## src/rtl/keypad_pkg.sv

```systemverilog
// package: constants and types for the keypad encoder with interrupt
package keypad_pkg;

  // key codes for the numeric group
  localparam logic [3:0] KEY_POINT_CODE = 4'ha;  // decimal point
  localparam logic [3:0] KEY_ENTER_CODE = 4'hb;  // enter key
  localparam int         NUM_DIGIT_KEYS = 10;    // digits 0..9

  // key matrix sizes: 12 numeric keys, 16 function keys
  localparam int         NUM_KEYS       = 12;
  localparam int         FUNC_KEYS      = 16;
  localparam int         FUNC_IDX_W     = 4;

  // display write strobe timing
  localparam int         DISP_PERIOD_NS = 1000;  // strobe repeat period
  localparam int         CLK_PERIOD_NS  = 5;     // ref_clk period
  localparam int         DISP_PERIOD_CYC = DISP_PERIOD_NS / CLK_PERIOD_NS;
  localparam int         DISP_CNT_W     = 8;
  localparam logic [DISP_CNT_W-1:0] DISP_LAST =
    DISP_CNT_W'(DISP_PERIOD_CYC - 1);

  // latched key report travelling to the processor side
  typedef struct packed {
    logic       group_left;  // high for function group
    logic [3:0] code;        // key code, bit 0 is lsb
  } key_report_type;

  localparam key_report_type REPORT_RESET = '{group_left: 1'b0, code: 4'h0};

  // interrupt state machine
  typedef enum logic [1:0] {
    ST_IDLE    = 2'b00,  // waiting for a press
    ST_PENDING = 2'b01,  // request asserted
    ST_RELEASE = 2'b11   // waiting for all keys released
  } irq_state_type;

endpackage : keypad_pkg

```

## src/rtl/keypad_encoder_irq.sv

```systemverilog
// module: keypad encoder with active-low interrupt request
`timescale 1ns/1ps
`default_nettype none
module keypad_encoder_irq (
  input  wire logic                            ref_clk,
  input  wire logic                            sys_rst,
  input  wire logic [keypad_pkg::NUM_KEYS-1:0]  numeric_keys,
  input  wire logic [keypad_pkg::FUNC_KEYS-1:0] function_keys,
  input  wire logic                            keyboard_read_strobe_n,
  output var  logic                            key_interrupt_request_n,
  output var  keypad_pkg::key_report_type      key_report,
  output var  logic                            display_write_strobe
);
  import keypad_pkg::*;

  // encode a numeric key index into its code (index 10 point, 11 enter)
  function automatic logic [3:0] numeric_code(
    input logic [NUM_KEYS-1:0] keys
  );
    logic [3:0] c;
    c = 4'h0;
    for (int i = NUM_KEYS - 1; i >= 0; i--) begin
      if (keys[i]) begin
        c = 4'(i);
      end
    end
    return c;
  endfunction : numeric_code

  // encode the lowest pressed function key index
  function automatic logic [3:0] function_code(
    input logic [FUNC_KEYS-1:0] keys
  );
    logic [3:0] c;
    c = 4'h0;
    for (int i = FUNC_KEYS - 1; i >= 0; i--) begin
      if (keys[i]) begin
        c = FUNC_IDX_W'(i);
      end
    end
    return c;
  endfunction : function_code

  // three-stage synchronisers for pins
  logic [NUM_KEYS-1:0]  num_s1_q, num_s2_q, num_s3_q;
  logic [FUNC_KEYS-1:0] fn_s1_q,  fn_s2_q,  fn_s3_q;
  logic [2:0]           rd_sync_q;  // read strobe, active low
  logic [NUM_KEYS-1:0]  num_stable_q;  // accepted numeric key levels
  logic [FUNC_KEYS-1:0] fn_stable_q;   // accepted function key levels
  logic                 rd_low_q;      // accepted read strobe level

  // synchronise and accept a change once stages two and three agree
  always_ff @(posedge ref_clk) begin
    if (sys_rst) begin
      num_s1_q     <= '0;
      num_s2_q     <= '0;
      num_s3_q     <= '0;
      fn_s1_q      <= '0;
      fn_s2_q      <= '0;
      fn_s3_q      <= '0;
      rd_sync_q    <= 3'h7;
      num_stable_q <= '0;
      fn_stable_q  <= '0;
      rd_low_q     <= 1'b0;
    end else begin
      num_s1_q  <= numeric_keys;
      num_s2_q  <= num_s1_q;
      num_s3_q  <= num_s2_q;
      fn_s1_q   <= function_keys;
      fn_s2_q   <= fn_s1_q;
      fn_s3_q   <= fn_s2_q;
      rd_sync_q <= {rd_sync_q[1:0], keyboard_read_strobe_n};
      for (int i = 0; i < NUM_KEYS; i++) begin
        if (num_s2_q[i] == num_s3_q[i]) begin
          num_stable_q[i] <= num_s3_q[i];
        end
      end
      for (int i = 0; i < FUNC_KEYS; i++) begin
        if (fn_s2_q[i] == fn_s3_q[i]) begin
          fn_stable_q[i] <= fn_s3_q[i];
        end
      end
      if (rd_sync_q[1] == rd_sync_q[2]) begin
        rd_low_q <= ~rd_sync_q[2];
      end
    end
  end

  // interrupt and latch state
  irq_state_type  state_q, state_d;
  key_report_type report_q, report_d;
  logic           irq_n_q, irq_n_d;
  logic           any_key;     // some key currently held
  logic           rd_low_d1_q; // previous read level for edge detect
  logic           rd_fall;     // start of a keyboard read

  assign any_key = (|num_stable_q) | (|fn_stable_q);
  assign rd_fall = rd_low_q & ~rd_low_d1_q;

  // next-state logic for request, latch and press tracking
  always_comb begin
    state_d  = state_q;
    report_d = report_q;
    irq_n_d  = irq_n_q;
    unique case (state_q)
      // new press: latch report and raise request
      ST_IDLE: begin
        if (any_key) begin
          state_d = ST_PENDING;
          irq_n_d = 1'b0;
          if (|fn_stable_q) begin
            report_d.group_left = 1'b1;
            report_d.code       = function_code(fn_stable_q);
          end else begin
            report_d.group_left = 1'b0;
            report_d.code       = numeric_code(num_stable_q);
          end
        end
      end
      // request held, report frozen until the read
      ST_PENDING: begin
        if (rd_fall) begin
          irq_n_d = 1'b1;
          state_d = ST_RELEASE;
        end
      end
      // one request per press: wait for release
      ST_RELEASE: begin
        if (!any_key) begin
          state_d = ST_IDLE;
        end
      end
      default: begin
        state_d = ST_IDLE;
      end
    endcase
  end

  // register request state; report changes only in idle
  always_ff @(posedge ref_clk) begin
    if (sys_rst) begin
      state_q     <= ST_IDLE;
      report_q    <= REPORT_RESET;
      irq_n_q     <= 1'b1;
      rd_low_d1_q <= 1'b0;
    end else begin
      state_q     <= state_d;
      report_q    <= report_d;
      irq_n_q     <= irq_n_d;
      rd_low_d1_q <= rd_low_q;
    end
  end

  assign key_interrupt_request_n = irq_n_q;
  assign key_report              = report_q;

  // display write strobe: first pulse right after reset, then periodic
  logic [DISP_CNT_W-1:0] disp_cnt_q, disp_cnt_d;
  logic                  disp_q, disp_d;

  // period counter wraps at the last count; pulse when it sits at zero
  always_comb begin
    disp_cnt_d = (disp_cnt_q == DISP_LAST) ? '0
                 : DISP_CNT_W'(disp_cnt_q + 1'b1);
    disp_d     = (disp_cnt_q == '0);
  end

  // register counter and strobe; counter at zero gives the power-up pulse
  always_ff @(posedge ref_clk) begin
    if (sys_rst) begin
      disp_cnt_q <= '0;
      disp_q     <= 1'b0;
    end else begin
      disp_cnt_q <= disp_cnt_d;
      disp_q     <= disp_d;
    end
  end

  assign display_write_strobe = disp_q;

  // checks: request, clear, report hold, codes and strobe period
  a_press_raises_irq: assert property (
    @(posedge ref_clk) disable iff (sys_rst)
    state_q == ST_IDLE && any_key |=> !key_interrupt_request_n)
    else $error("press did not raise request");
  a_irq_held_low: assert property (
    @(posedge ref_clk) disable iff (sys_rst)
    !key_interrupt_request_n && !rd_fall |=> !key_interrupt_request_n)
    else $error("request dropped without read");
  a_read_clears_irq: assert property (
    @(posedge ref_clk) disable iff (sys_rst)
    state_q == ST_PENDING && rd_fall |=> key_interrupt_request_n)
    else $error("read did not clear request");
  a_report_stable: assert property (
    @(posedge ref_clk) disable iff (sys_rst)
    !key_interrupt_request_n && $past(!key_interrupt_request_n)
      |-> $stable(key_report))
    else $error("report changed while pending");
  a_numeric_code: assert property (
    @(posedge ref_clk) disable iff (sys_rst)
    state_q == ST_IDLE && num_stable_q == 12'h800 && fn_stable_q == '0
      |=> key_report.code == KEY_ENTER_CODE && !key_report.group_left)
    else $error("enter code wrong");
  a_group_flag: assert property (
    @(posedge ref_clk) disable iff (sys_rst)
    state_q == ST_IDLE && (|fn_stable_q) |=> key_report.group_left)
    else $error("group flag not set");
  a_disp_first: assert property (
    @(posedge ref_clk)
    $fell(sys_rst) |-> ##1 display_write_strobe)
    else $error("no strobe after power-up");
  a_disp_repeat: assert property (
    @(posedge ref_clk) disable iff (sys_rst)
    $rose(display_write_strobe) |=> !display_write_strobe ##199
      display_write_strobe)
    else $error("strobe period wrong");

  c_press: cover property (@(posedge ref_clk) $fell(key_interrupt_request_n));
  c_clear: cover property (@(posedge ref_clk) $rose(key_interrupt_request_n));
  c_func: cover property (@(posedge ref_clk)
    $fell(key_interrupt_request_n) && key_report.group_left);
  c_disp: cover property (@(posedge ref_clk) $rose(display_write_strobe));

endmodule : keypad_encoder_irq
`default_nettype wire

```

## config.mk

```make
export PLATFORM = sky130hd
export DESIGN_NAME = keypad_encoder_irq
export DESIGN_NICKNAME = d
export VERILOG_FILES = /design/src/rtl/keypad_pkg.sv /design/src/rtl/keypad_encoder_irq.sv
export SDC_FILE = /design/constraint.sdc
export NUM_CORES = 1
export LEC_CHECK = 0
export ABC_CLOCK_PERIOD_IN_PS = 1900
export BUFFER_PORTS_ARGS = -buffer_cell sky130_fd_sc_hd__buf_2
export CAP_MARGIN = 20
export CORE_AREA = 4 4 81 114
export CTS_CLUSTER_SIZE = 20
export DETAILED_ROUTE_END_ITERATION = 8
export DIE_AREA = 0 0 85 118
export PLACE_DENSITY = 0.72
export SETUP_SLACK_MARGIN = 0.5
export SYNTH_ARGS = -nofsm -noshare
export SYNTH_HDL_FRONTEND = slang
export SYNTH_SLANG_ARGS = --single-unit
```

## constraint.sdc

```tcl
create_clock -name ref_clk -period 1.9 [get_ports ref_clk]
set_input_delay 0.475 -clock ref_clk [delete_from_list [all_inputs] [get_ports ref_clk]]
set_output_delay 0.475 -clock ref_clk [all_outputs]
set_load 0.03 [all_outputs]
```

=== Word level (Yosys, flattened, before mapping) ===
Cells that the tools add are included.

* Bits in latches: 0
* Bits in read-only memories: 0
* Memories: 0
* Bits in writable memories: 0
* Bits of input ports: 31
* Output and inout port bits: 7
* Logic and storage cells: 128
* Bits in registers: 134

* Mux-type cells: 36
* Bitwise logic cells: 4
* $add $sub $neg: 1
* $mul: 0
* Reductions and logical operators: 9
* Divide/modulo/power cells: 0
* Shift-type cells: 0
* Order comparisons: 0
* Eq/ne operators: 35

{| class="wikitable"
|+ Operators by type and width
! kind !! count
|-
| 4-bit two-way mux || 28
|-
| 1-bit equality test || 29
|-
| 16-bit OR reduction || 1
|-
| 12-bit OR reduction || 1
|-
| 8-bit by 1-bit adder with 8-bit output (second input constant) || 1
|-
| 8-bit equality test (second input constant) || 1
|-
| 8-bit logical NOT || 1
|-
| 2-bit two-way mux || 3
|-
| 2-bit inequality test (second input constant) || 3
|-
| 2-bit one-hot mux with 3 select lines || 1
|-
| 3-bit AND reduction || 2
|-
| 5-bit two-way mux || 1
|-
| 2-bit by 1-bit equality test with 1-bit output (second input constant) || 1
|-
| 2-bit equality test (second input constant) || 1
|-
| 2-bit logical NOT || 1
|-
| 1-bit two-way mux || 2
|-
| 1-bit inverter || 2
|-
| 1-bit one-hot mux with 2 select lines || 1
|-
| 2-bit AND reduction || 1
|-
| 2-bit nonzero test || 1
|-
| 2-bit OR reduction || 1
|-
| 1-bit AND || 1
|-
| 1-bit bitwise OR || 1
|}

=== Logic depth before layout (Yosys ltp) ===
Gate-level depths: netlist (run 1).

* Depth after elaboration: 17
* Depth in mapped cells: 5
* Depth with buffers taken out: 5

=== Worst setup path before layout (run 1) ===
No wires, ideal clock.

* Path kind: reg2reg
* Start: reg fn_stable_q[7]
* End: reg report_q, in the netlist key_report[0]
* Period minus slack after synthesis: 1523 ps
* Arrival: 1437 ps
* Setup slack: 377 ps
* Cell stages (with the launch flop): 5
* Cell sequence: dfxtp_1 -> nor4_4 -> nand4_4 -> a2111o_1 -> a221oi_2

* Longest elaborated chain between the ends: 9

{| class="wikitable"
|+ RTL lines
! item !! line !! text
|-
| from (decl) || keypad_encoder_irq.sv:49 || <nowiki>logic [FUNC_KEYS-1:0] fn_stable_q;</nowiki>
|-
| from (signal, indexed assignment) || keypad_encoder_irq.sv:80 || <nowiki>fn_stable_q[i] <= fn_s3_q[i];</nowiki>
|-
| 4-bit two-way mux (8 in a row) || keypad_encoder_irq.sv:37 || <nowiki>if (keys[i]) begin</nowiki>
|-
| 5-bit two-way mux || keypad_encoder_irq.sv:111 || <nowiki>if (|fn_stable_q) begin</nowiki>
|-
| to (signal assigned) || keypad_encoder_irq.sv:148 || <nowiki>report_q <= report_d;</nowiki>
|-
| to (decl) || keypad_encoder_irq.sv:91 || <nowiki>key_report_type report_q, report_d;</nowiki>
|}

Parallel ways exist; a longest one is shown, timed or not.
A chain may end at the register's enable or synchronous reset.

=== Worst setup path after layout (run 1) ===
* Start: reg fn_stable_q[15]
* End: reg report_q, in the netlist key_report[0]

* Longest elaborated chain between the ends: 17

{| class="wikitable"
|+ RTL lines
! item !! line
|-
| 4-bit two-way mux (16 in a row) || keypad_encoder_irq.sv:37
|-
| 5-bit two-way mux || keypad_encoder_irq.sv:111
|}

Parallel ways exist; a longest one is shown, timed or not.

==> results of run 1 <==
[worst min-delay path by stage]
| stage | from | end | slack (ns) | depth (start not counted) |
|---|---|---|---|---|
| final | keyboard_read_strobe_n | rd_sync_q[0]$_SDFF_PP1_ | 0.25 | 2 |
| after global routing | keyboard_read_strobe_n | rd_sync_q[0]$_SDFF_PP1_ | 0.23 | 2 |
| after global placement | rd_sync_q[0]$_SDFF_PP1_ | rd_sync_q[1]$_SDFF_PP1_ | 0.39 | 1 |
| after CTS | keyboard_read_strobe_n | rd_sync_q[0]$_SDFF_PP1_ | 0.23 | 2 |
| after detailed placement | rd_sync_q[0]$_SDFF_PP1_ | rd_sync_q[1]$_SDFF_PP1_ | 0.40 | 1 |
| after floorplan | rd_sync_q[0]$_SDFF_PP1_ | rd_sync_q[1]$_SDFF_PP1_ | 0.39 | 1 |
[worst max-delay path, stage by stage (launching register included)]
cell      delay, ns
dfxtp_2        0.37
nor3b_1        0.24
nor3_1         0.09
o311ai_0       0.46
a31oi_2        0.18
a221oi_2       0.26
[where the power goes]
group / internal (W) / switching (W)
clock network: 0.00207 / 0.00109
logic: 0.000137 / 0.000139
registers: 0.00291 / 0.0000461
[placed cells by master, fill, tap and decap left out, types with 6 or more instances in the layout]
cell       count
clkbuf_16     17
nor2b_1       87
nor2_1        24
o21ai_0       31
clkbuf_8       8
buf_2         29
a21oi_1       37
dfxtp_2       11
nor4_4         6
nand2_1       37
dfxtp_1      120
buf_6          6
inv_1         11
buf_4         19
[repair_timing]
item / CTS / global route
gates resized for setup: 25 / 11
buffers inserted: 10 / 4
pin swaps: 9 / 10
setup endpoints to repair: 13 / 11
[metal layers]
layer	track usage [%]	up-vias	wire length, um	share of wire (%)
met5	0	-	0	0
met1	17.5	1447	3150	40
li1	-	1570	-	-
met3	7.28	22	331	4.2
met4	8.51	0	273	3.5
met2	27.4	58	4040	52
[per-stage QoR]
| step | std cells | utilization, % | worst slack [ns] | hold WS [ns] |
|---|---|---|---|---|
| after floorplan | 434 | - | 0.436 | 0.389 |
| after global placement | 563 | 58.2 | 0.254 | 0.394 |
| after CTS | 605 | 67.3 | 0.280 | 0.231 |
| after detailed placement | 563 | 58.2 | 0.174 | 0.404 |
| final | 609 | 68.1 | 0.212 | 0.247 |
| after global routing | 609 | 68.1 | 0.0953 | 0.231 |
[sequential cells by signal (all words and copies together), names as in the netlist]
register                 count
disp_cnt_q                   8
display_write_strobe         1
fn_s1_q                     16
fn_s2_q                     16
fn_s3_q                     16
fn_stable_q                 16
key_interrupt_request_n      1
key_report                   5
num_s1_q                    12
num_s2_q                    12
num_s3_q                    12
num_stable_q                12
rd_low_d1_q                  1
rd_low_q                     1
rd_sync_q                    3
state_q                      2
[kinds of logic (layout without fill, tap and decap cells)]
kind of cell | count (synthesis) | in the layout
flops | 134 | 134
buf+inv | 25 | 98
fa+ha+maj | 3 | 3
xor+xnor | 6 | 6
simple gates | 180 | 180
compound gates | 86 | 86
[area by class of cell]
class                           count  area [sq um]
Clock inverter                      7          65.1
Fill cell                         611          2600
Tap cell                          102           128
Clock buffer                       25           536
Inverter                           11          41.3
Multi-Input combinational cell    275          1690
Timing Repair Buffer               55           375
Sequential cell                   134          2710
==> run metrics, run 1 <==
critical path data arrival time between 2 and 2.5 ns; drc violations 0; # clock sinks 134; RSZ-0062 raised after global routing true; CP endpoint key_report[0]$_SDFFE_PP0P_; Synth Area in XOR/XNOR 1.19%; Worst slew margin 61.0%; Final period util just under 90%; router iterations before antenna repair 5; first-pass GRT wire length 13.1 mm; Yosys cell types 42; Synth Area in Adders less than 1%; Worst Path Required between 2 and 2.5 ns; P&R area growth vs syn 25.4%; area of the die 10,000 sq um; RR Endpoint key_report[0]$_SDFFE_PP0P_; Post-Syn Area per Cell 10.2 sq um; Top Ports 38; internal reg-to-reg setup slack about 0.21 ns; number of global-route vias before repair 2,929; GRT Util Overall 16.5%; Final Slew Violations 0; gr ovfl total 0; Worst setup startpoint fn_stable_q[15]$_SDFFE_PP0N_; DR WL/cell 12.8 um; Max-Cap Viols 0; mapped cell area ~4400 sq um; type of origin of the critical path flop; prevailing post-synth register cell dfxtp_1; Initial Util 54.3%; critical path type flop to flop; main combinational cell family by area after synthesis simple AND/OR/NAND/NOR gates; H-tree lvl count 4; hold_buf cts 0; cell taking the most area after synthesis dfxtp_1; R2R cell count 5; Hold Vio Cnt, Final 0; die width 85 um; CP Max Fanout 5; CTS tree yes; Final setup viols 0; Seq/Total Area, Yosys 60.7%; antenna-violating nets left 0; VDD IR max just over 0.0008 V; top cells by area, synth dfxtp_1 (61%), nor2b_1 (12%), a21oi_1 (4.2%); Synth Register Bits roughly 130; clk slew on worst S/H paths 0.06 ns; Final TNS setup 0 ns; fin area roughly 5500 sq um; Routed WL 7.80 mm; row cnt 39; status finished, final reports clean; mux cell area share after synthesis 0%; P_leak 2.20 nW; post-route minimum period roughly 1.7 ns; syn_nets roughly 470; Achievable Freq between 500 and 600 MHz; Post-synth EDFFs 0; nets ~530; crit end category flop; top-area cell type share of the netlist area 60.7%; routed vias/inst ~5; layout cell share with drive strength beyond 1 23.7%; Core ar. 8150 sq um; initial antenna violation count 0; Initial DRC Count 174; CTS root buffer clkbuf_16; via count ~3.1k; Area after DPL approximately 4700 sq um; compound-cell area share of the yosys netlist about an eighth; top cells by count, synth dfxtp_1 (134), nor2b_1 (87), nand2_1 (38); Pwr Total 0.00639 W; number of port buffers 37; Max Root-Sink Buffers 2; Clock Latency Late Sink 0.41 ns; Num CTS Buffers 17; Synth Instances 434; Yosys warnings 0; worst-margin pin slew 0.585 ns; RePlAce Congestion 0.898; HP Class input port to flop; Die Y 118 um; HPWL after DPL 4.73 mm; most common cell in the netlist dfxtp_1; largest net degree at the start of global routing 58; Simple-Gate Fraction of Synth Area 23.6%; r2r startpoint fn_stable_q[15]$_SDFFE_PP0N_; Power Dens Cells 1150 nW/um^2; n_diodes 0; FFs w/ async S/R, synth 0%; Setup Skew 0.00954 ns
Note: power is estimated with default switching activity, not from simulation.
==> inputs of run 2 (changes only) <==
--- a/config.mk
+++ b/config.mk
@@ -5,7 +5,7 @@
 export SDC_FILE = /design/constraint.sdc
 export NUM_CORES = 1
 export LEC_CHECK = 0
-export ABC_CLOCK_PERIOD_IN_PS = 1900
+export ABC_CLOCK_PERIOD_IN_PS = 1890
 export BUFFER_PORTS_ARGS = -buffer_cell sky130_fd_sc_hd__buf_2
 export CAP_MARGIN = 20
 export CORE_AREA = 4 4 81 114
==> constraint.sdc (replaced) <==
create_clock -name ref_clk -period 1.89 [get_ports ref_clk]
set_input_delay 0.4725 -clock ref_clk [delete_from_list [all_inputs] [get_ports ref_clk]]
set_output_delay 0.4725 -clock ref_clk [all_outputs]
set_load 0.03 [all_outputs]
==> run 2 against run 1 <==
Net effect: sequential power barely moved; final cell count up 0.16%; core utilization hardly changed; clock power down 6%; critical path type unchanged; maximum frequency increased by 2.9%; first-iteration DRC count decreased by 21%; count of clock-buffer cells in the layout down 3; critical path depth shrank 1; hold slack lost 0.00065 ns.
==> run metrics, run 2 (synthesized netlist as in run 1, its figures left out) <==
status finished, final reports clean (unchanged); Non-Filler Instances 610 (was 609); CTS root buffer clkbuf_16 (unchanged); nets 532 (was 527); area occupied by multi-input gates 1700 sq um (was 1690 sq um); critical path type flop to flop (unchanged); Routed WL 7.68 mm (was 7.80 mm); Largest stage delay, worst path 0.40 ns (was 0.46 ns); fin area 5550 sq um (about the same); critical path data arrival time 1.96 ns (was 2.01 ns); post-route minimum period 1.64 ns (was 1.69 ns); CTS tree yes (unchanged); HPWL after DPL 4.78 mm (was 4.73 mm); RePlAce Congestion 0.896 (was 0.898); Final period util 86.8% (was 88.8%); Achievable Freq 610 MHz (was 593 MHz); routed vias/inst 5.02 (was 5.09); Clock Latency Late Sink 0.40 ns (was 0.41 ns); worst-margin pin slew 0.601 ns (was 0.585 ns); DR WL/cell 12.6 um (was 12.8 um); FILL cells 624 (was 611); Max-Cap Viols 0 (unchanged); CP Max Fanout 6 (was 5); Initial DRC Count 137 (was 174); gr ovfl total 0 (unchanged); die width 85 um (unchanged); leading cell type in the layout, fill and taps excluded dfxtp_1 (unchanged); Die Y 118 um (unchanged); Num CTS Buffers 17 (unchanged); row cnt 39 (unchanged); critical path's slowest cell nor4_4 (was o311ai_0); Min Hold Slack 0.246 ns (was 0.247 ns); Area after DPL 4750 sq um (unchanged); n_diodes 0 (unchanged); Power Dens Cells 1120 nW/um^2 (was 1150 nW/um^2); GR Util met2 27.8% (was 27.4%); Top Ports 38 (unchanged); first-pass GRT wire length 12.8 mm (was 13.1 mm); largest net degree at the start of global routing 59 (was 58); area of the die 10,000 sq um (unchanged); Setup Skew 0.00617 ns (was 0.00954 ns); antenna-violating nets left 0 (unchanged); crit end category flop (unchanged); Max Root-Sink Buffers 2 (unchanged); Worst Path Required 2.21 ns (was 2.22 ns); Final Slew Violations 0 (unchanged); Hold Vio Cnt, Final 0 (unchanged); via count 3,065 (was 3,097); Initial Util 54.3% (unchanged); final core utilization 68.0% (was 68.1%); HP Class input port to flop (unchanged); drc violations 0 (unchanged); router iterations before antenna repair 4 (was 5); H-tree lvl count 4 (unchanged); CP delay by family, top simple AND/OR/NAND/NOR gates (was compound AO/OA/AOI/OAI gates); Worst slew margin 60.0% (was 61.0%); Final setup viols 0 (unchanged); commonest cells after routing, fill and taps aside dfxtp_1 (116), nor2b_1 (87), nand2_1 (37) (was dfxtp_1 (120), nor2b_1 (87), nand2_1 (37), a21oi_1 (37), o21ai_0 (31)); initial antenna violation count 0 (unchanged); hold_buf cts 0 (unchanged); GRT Util Overall 16.4% (was 16.5%); # clock sinks 134 (unchanged); dpl cells 563 (unchanged); number of global-route vias before repair 2,907 (was 2,929); met3 Use GR 6.86% (was 7.28%); crit path cell chain nor4_4 -> nand4_4 -> a2111o_1 -> a221oi_2 (was nor3b_1 -> nor3_1 -> o311ai_0 -> a31oi_2 -> a221oi_2); flip-flop and latch area 2720 sq um (was 2710 sq um); type of origin of the critical path flop (unchanged); P&R area growth vs syn 25.4% (about the same); layer with the highest usage met2 (unchanged); clk slew on worst S/H paths 0.05 ns (was 0.06 ns); GR Util met1 16.9% (was 17.5%); number of port buffers 37 (unchanged); layout cell share with drive strength beyond 1 24.2% (was 23.7%); Final TNS setup 0 ns (unchanged); Core ar. 8150 sq um (unchanged); P_leak 2.21 nW (was 2.20 nW); worst path bufs/invs 0 (unchanged); RSZ-0062 raised after global routing true (unchanged); VDD IR max 0.000777 V (was 0.000807 V)
[run 2: cell count changes in the layout (fill, tap and decap cells not counted), moves of 2 or more]
cell	delta
clkbuf_8	-7
clkbuf_1	+4
dfxtp_1	-4
buf_4	+3
buf_6	+2
clkinvlp_4	-2
dfxtp_2	+2
dfxtp_4	+2
[run 2: area by class of cell]
cell class	instances	share of cell area, %
clock buffer	22	8.19
clock inverter	6	1.44
inverter	11	0.745
multi-input combinational	275	30.7
sequential	134	49.0
tap	102	2.30
timing repair buffer	60	7.58
[run 2: per-layer routing]
layer  vias up  part of all wire (%)
met5         -                     0
met4         0                   2.6
met3        13                   3.7
met2        48                    53
met1      1425                    41
li1       1579                     -
[run 2: through the flow]
stage               power, W  setup slack, ns
floorplan            0.00319            0.426
global placement     0.00326            0.238
detailed placement   0.00327            0.169
CTS                  0.00628            0.299
global route         0.00644            0.194
finish               0.00622            0.250
[run 2: report_power, final]
part | switching, W | total, W | internal (W)
clock network | 0.00104 | 0.00298 | 0.00193
logic | 0.000139 | 0.000280 | 0.000141
registers | 0.0000461 | 0.00297 | 0.00292
total | 0.00123 | 0.00622 | 0.00499
[run 2: timing repair]
item / 4_1_cts / 5_1_grt
buffers inserted: 13 / 6
resized for setup: 34 / 13
gates cloned: 0 / 0
pin swaps: 7 / 8
endpoints found under the setup margin: 13 / 10
[run 2: worst reg2reg max path, delay by kind of cell (launching register included)]
kind	cells	cell delay, ns
AND/OR/NAND/NOR	2	0.61
flip-flops	1	0.37
AO/OA/AOI/OAI	2	0.58
[run 2: final timing paths]
path / slack, ns / cells after the start / start / endpoint
max reg2reg: 0.25 / 4 / fn_stable_q[8]$_SDFFE_PP0N_ / key_report[0]$_SDFFE_PP0P_
min: 0.25 / 2 / keyboard_read_strobe_n / rd_sync_q[0]$_SDFF_PP1_
max: 0.25 / 4 / fn_stable_q[8]$_SDFFE_PP0N_ / key_report[0]$_SDFFE_PP0P_
min reg2reg: 0.41 / 1 / rd_sync_q[0]$_SDFF_PP1_ / rd_sync_q[1]$_SDFF_PP1_
==> inputs of run 3 (changes only) <==
--- a/config.mk
+++ b/config.mk
@@ -5,14 +5,14 @@
 export SDC_FILE = /design/constraint.sdc
 export NUM_CORES = 1
 export LEC_CHECK = 0
-export ABC_CLOCK_PERIOD_IN_PS = 1890
+export ABC_CLOCK_PERIOD_IN_PS = 1500
 export BUFFER_PORTS_ARGS = -buffer_cell sky130_fd_sc_hd__buf_2
 export CAP_MARGIN = 20
-export CORE_AREA = 4 4 81 114
+export CORE_AREA = 4 4 83 117
 export CTS_CLUSTER_SIZE = 20
 export DETAILED_ROUTE_END_ITERATION = 8
-export DIE_AREA = 0 0 85 118
-export PLACE_DENSITY = 0.72
+export DIE_AREA = 0 0 87 121
+export PLACE_DENSITY = 0.71
 export SETUP_SLACK_MARGIN = 0.5
 export SYNTH_ARGS = -nofsm -noshare
 export SYNTH_HDL_FRONTEND = slang
==> constraint.sdc (replaced) <==
create_clock -name ref_clk -period 1.5 [get_ports ref_clk]
set_input_delay 0.375 -clock ref_clk [delete_from_list [all_inputs] [get_ports ref_clk]]
set_output_delay 0.375 -clock ref_clk [all_outputs]
set_load 0.03 [all_outputs]
==> run 3 against run 2 <==
Net effect: the flow now finishes with violations (negative setup slack); die area rose by 5.0%; critical endpoint unchanged; highest routed layer unchanged; total power grew 33%; sequential share of layout area fell by 2.8 points; core utilization down 1.0 points; cell area increased by 6.0%; maximum frequency is 5.1% higher; sequential cell count unchanged; clock power rose by 40%.
==> run metrics, run 3 (synthesized netlist as in run 1, its figures left out) <==
die width 87 um (was 85 um); R2R cell count 4 (unchanged); critical path data arrival time 1.87 ns (was 1.96 ns); routed vias/inst 4.86 (was 5.02); Min Hold Slack 0.165 ns (was 0.246 ns); Clk pwr share 50.2% (was 47.8%); Worst Path Required 1.81 ns (was 2.21 ns); Core ar. 8770 sq um (was 8150 sq um); P_leak 2.36 nW (was 2.21 nW); Num CTS Buffers 17 (unchanged); DR WL/cell 12.1 um (was 12.6 um); RSZ-0062 raised after global routing true (unchanged); Max Root-Sink Buffers 2 (unchanged); type of origin of the critical path flop (unchanged); HP Class input port to flop (unchanged); area occupied by multi-input gates 1790 sq um (was 1700 sq um); Final period util 104% (was 86.8%); number of global-route vias before repair 3,064 (was 2,907); area of the die 10,500 sq um (was 10,000 sq um); first-pass GRT wire length 13.2 mm (was 12.8 mm); Clock Latency Late Sink 0.40 ns (about the same); RePlAce Congestion 0.898 (was 0.896); post-route minimum period 1.56 ns (was 1.64 ns); CTS root buffer clkbuf_16 (unchanged); n_diodes 0 (unchanged); nets 552 (was 532); P&R area growth vs syn 32.9% (was 25.4%); HPWL after DPL 5.00 mm (was 4.78 mm); number of port buffers 37 (unchanged); row cnt 41 (was 39); Worst Slack Setup Final -0.0605 ns (was 0.250 ns); drc violations 0 (unchanged); sequential share of power 45.1% (was 47.7%); Power Dens Cells 1410 nW/um^2 (was 1120 nW/um^2); Worst slew margin 76.6% (was 60.0%); Die Y 121 um (was 118 um); Initial DRC Count 135 (was 137); switching portion of total power 19.6% (was 19.8%); H-tree lvl count 4 (unchanged); status complete, but fails checks (was finished, final reports clean); Achievable Freq 641 MHz (was 610 MHz); Psw 0.00163 W (was 0.00123 W); CP Max Fanout 6 (unchanged); GRT Util Overall 16.2% (was 16.4%); gr ovfl total 0 (unchanged); router iterations before antenna repair 5 (was 4); hold_buf cts 0 (unchanged); initial antenna violation count 0 (unchanged); FILL cells 659 (was 624); final core utilization 67.0% (was 68.0%); Initial Util 50.4% (was 54.3%); largest net degree at the start of global routing 69 (was 59); crit end category flop (unchanged); # clock sinks 134 (unchanged); Final Slew Violations 0 (unchanged); antenna-violating nets left 0 (unchanged); Non-Filler Instances 639 (was 610); leading cell type in the layout, fill and taps excluded dfxtp_1 (unchanged); flip-flop and latch area 2720 sq um (about the same); hold depth 2 (unchanged); Top Ports 38 (unchanged); Setup Skew 0.00598 ns (was 0.00617 ns); Routed WL 7.73 mm (was 7.68 mm); via count 3,105 (was 3,065); commonest cells after routing, fill and taps aside dfxtp_1 (115), nor2b_1 (87), buf_4 (39) (was dfxtp_1 (116), nor2b_1 (87), nand2_1 (37)); combinational power share 4.7% (was 4.5%); Max-Cap Viols 0 (unchanged); critical path type flop to flop (unchanged); Hold Vio Cnt, Final 0 (unchanged); layout cell share with drive strength beyond 1 30.5% (was 24.2%); clk slew on worst S/H paths 0.06 ns (was 0.05 ns); VDD IR max 0.00116 V (was 0.000777 V); worst-margin pin slew 0.348 ns (was 0.601 ns); failing checks negative setup slack; Final setup viols 4 (was 0); dpl cells 593 (was 563); CTS tree yes (unchanged); P_int 0.00667 W (was 0.00499 W)
-- run 3: cell types whose count changed in the layout (fill, tap and decap cells not counted), sizes merged --
| cell | previous run | this run |
|---|---|---|
| clkinvlp | 0 | 2 |
| buf | 60 | 80 |
| bufinv | 2 | 3 |
| clkbuf | 22 | 24 |
| clkinv | 4 | 3 |
-- run 3: final cells by class --
| class | instances | area share, % |
|---|---|---|
| multi-input combinational | 275 | 30.5 |
| timing repair buffer | 80 | 9.90 |
| clock inverter | 8 | 2.04 |
| tap | 107 | 2.28 |
| sequential | 134 | 46.3 |
| clock buffer | 24 | 8.37 |
| inverter | 11 | 0.702 |
-- run 3: final timing paths --
path	slack [ns]	end	startpoint
max	-0.06	key_report[0]$_SDFFE_PP0P_	fn_stable_q[6]$_SDFFE_PP0N_
min	0.16	rd_sync_q[0]$_SDFF_PP1_	keyboard_read_strobe_n
max reg2reg	-0.06	key_report[0]$_SDFFE_PP0P_	fn_stable_q[6]$_SDFFE_PP0N_
min reg2reg	0.43	num_s2_q[1]$_SDFF_PP0_	num_s1_q[1]$_SDFF_PP0_
-- run 3: power by group through the flow --
stage / combinational, W / sequential [W] / clock (W)
finish: 0.000389 / 0.00374 / 0.00417
global route: 0.000432 / 0.00376 / 0.00443
CTS: 0.000370 / 0.00375 / 0.00425
detailed placement: 0.000326 / 0.00382 / 0
global placement: 0.000317 / 0.00381 / 0
floorplan: 0.000203 / 0.00383 / 0
-- run 3: critical path, cell delays in order (launching register included) --
cell,delay [ns]
dfxtp_2,0.33
nor4_4,0.39
nand4_4,0.20
a2111o_1,0.35
a221oi_2,0.21
-- run 3: layer usage --
metal  part of all wire (%)  vias to the layer above  global-route usage, %
li1                       -                     1615                      -
met1                     42                     1430                   17.9
met2                     52                       49                   27.1
met3                    3.8                       11                   5.91
met4                    2.0                        0                   7.80
met5                      0                        -                      0
-- run 3: stage by stage --
stage / setup TNS [ns] / setup WS (ns) / power, W / instance area [sq um]
floorplan: 0 / 0.0363 / 0.00403 / 4510
global placement: -0.00906 / -0.00906 / 0.00413 / 4960
detailed placement: -0.191 / -0.0778 / 0.00414 / 4960
CTS: -0.0739 / -0.0581 / 0.00836 / 5750
global route: -0.624 / -0.151 / 0.00862 / 5880
finish: -0.103 / -0.0605 / 0.00830 / 5880
-- run 3: repair_timing --
item	CTS	global route
pin swaps	10	12
setup buffers	10	4
endpoints found under the setup margin	22	22
resized for setup	33	29
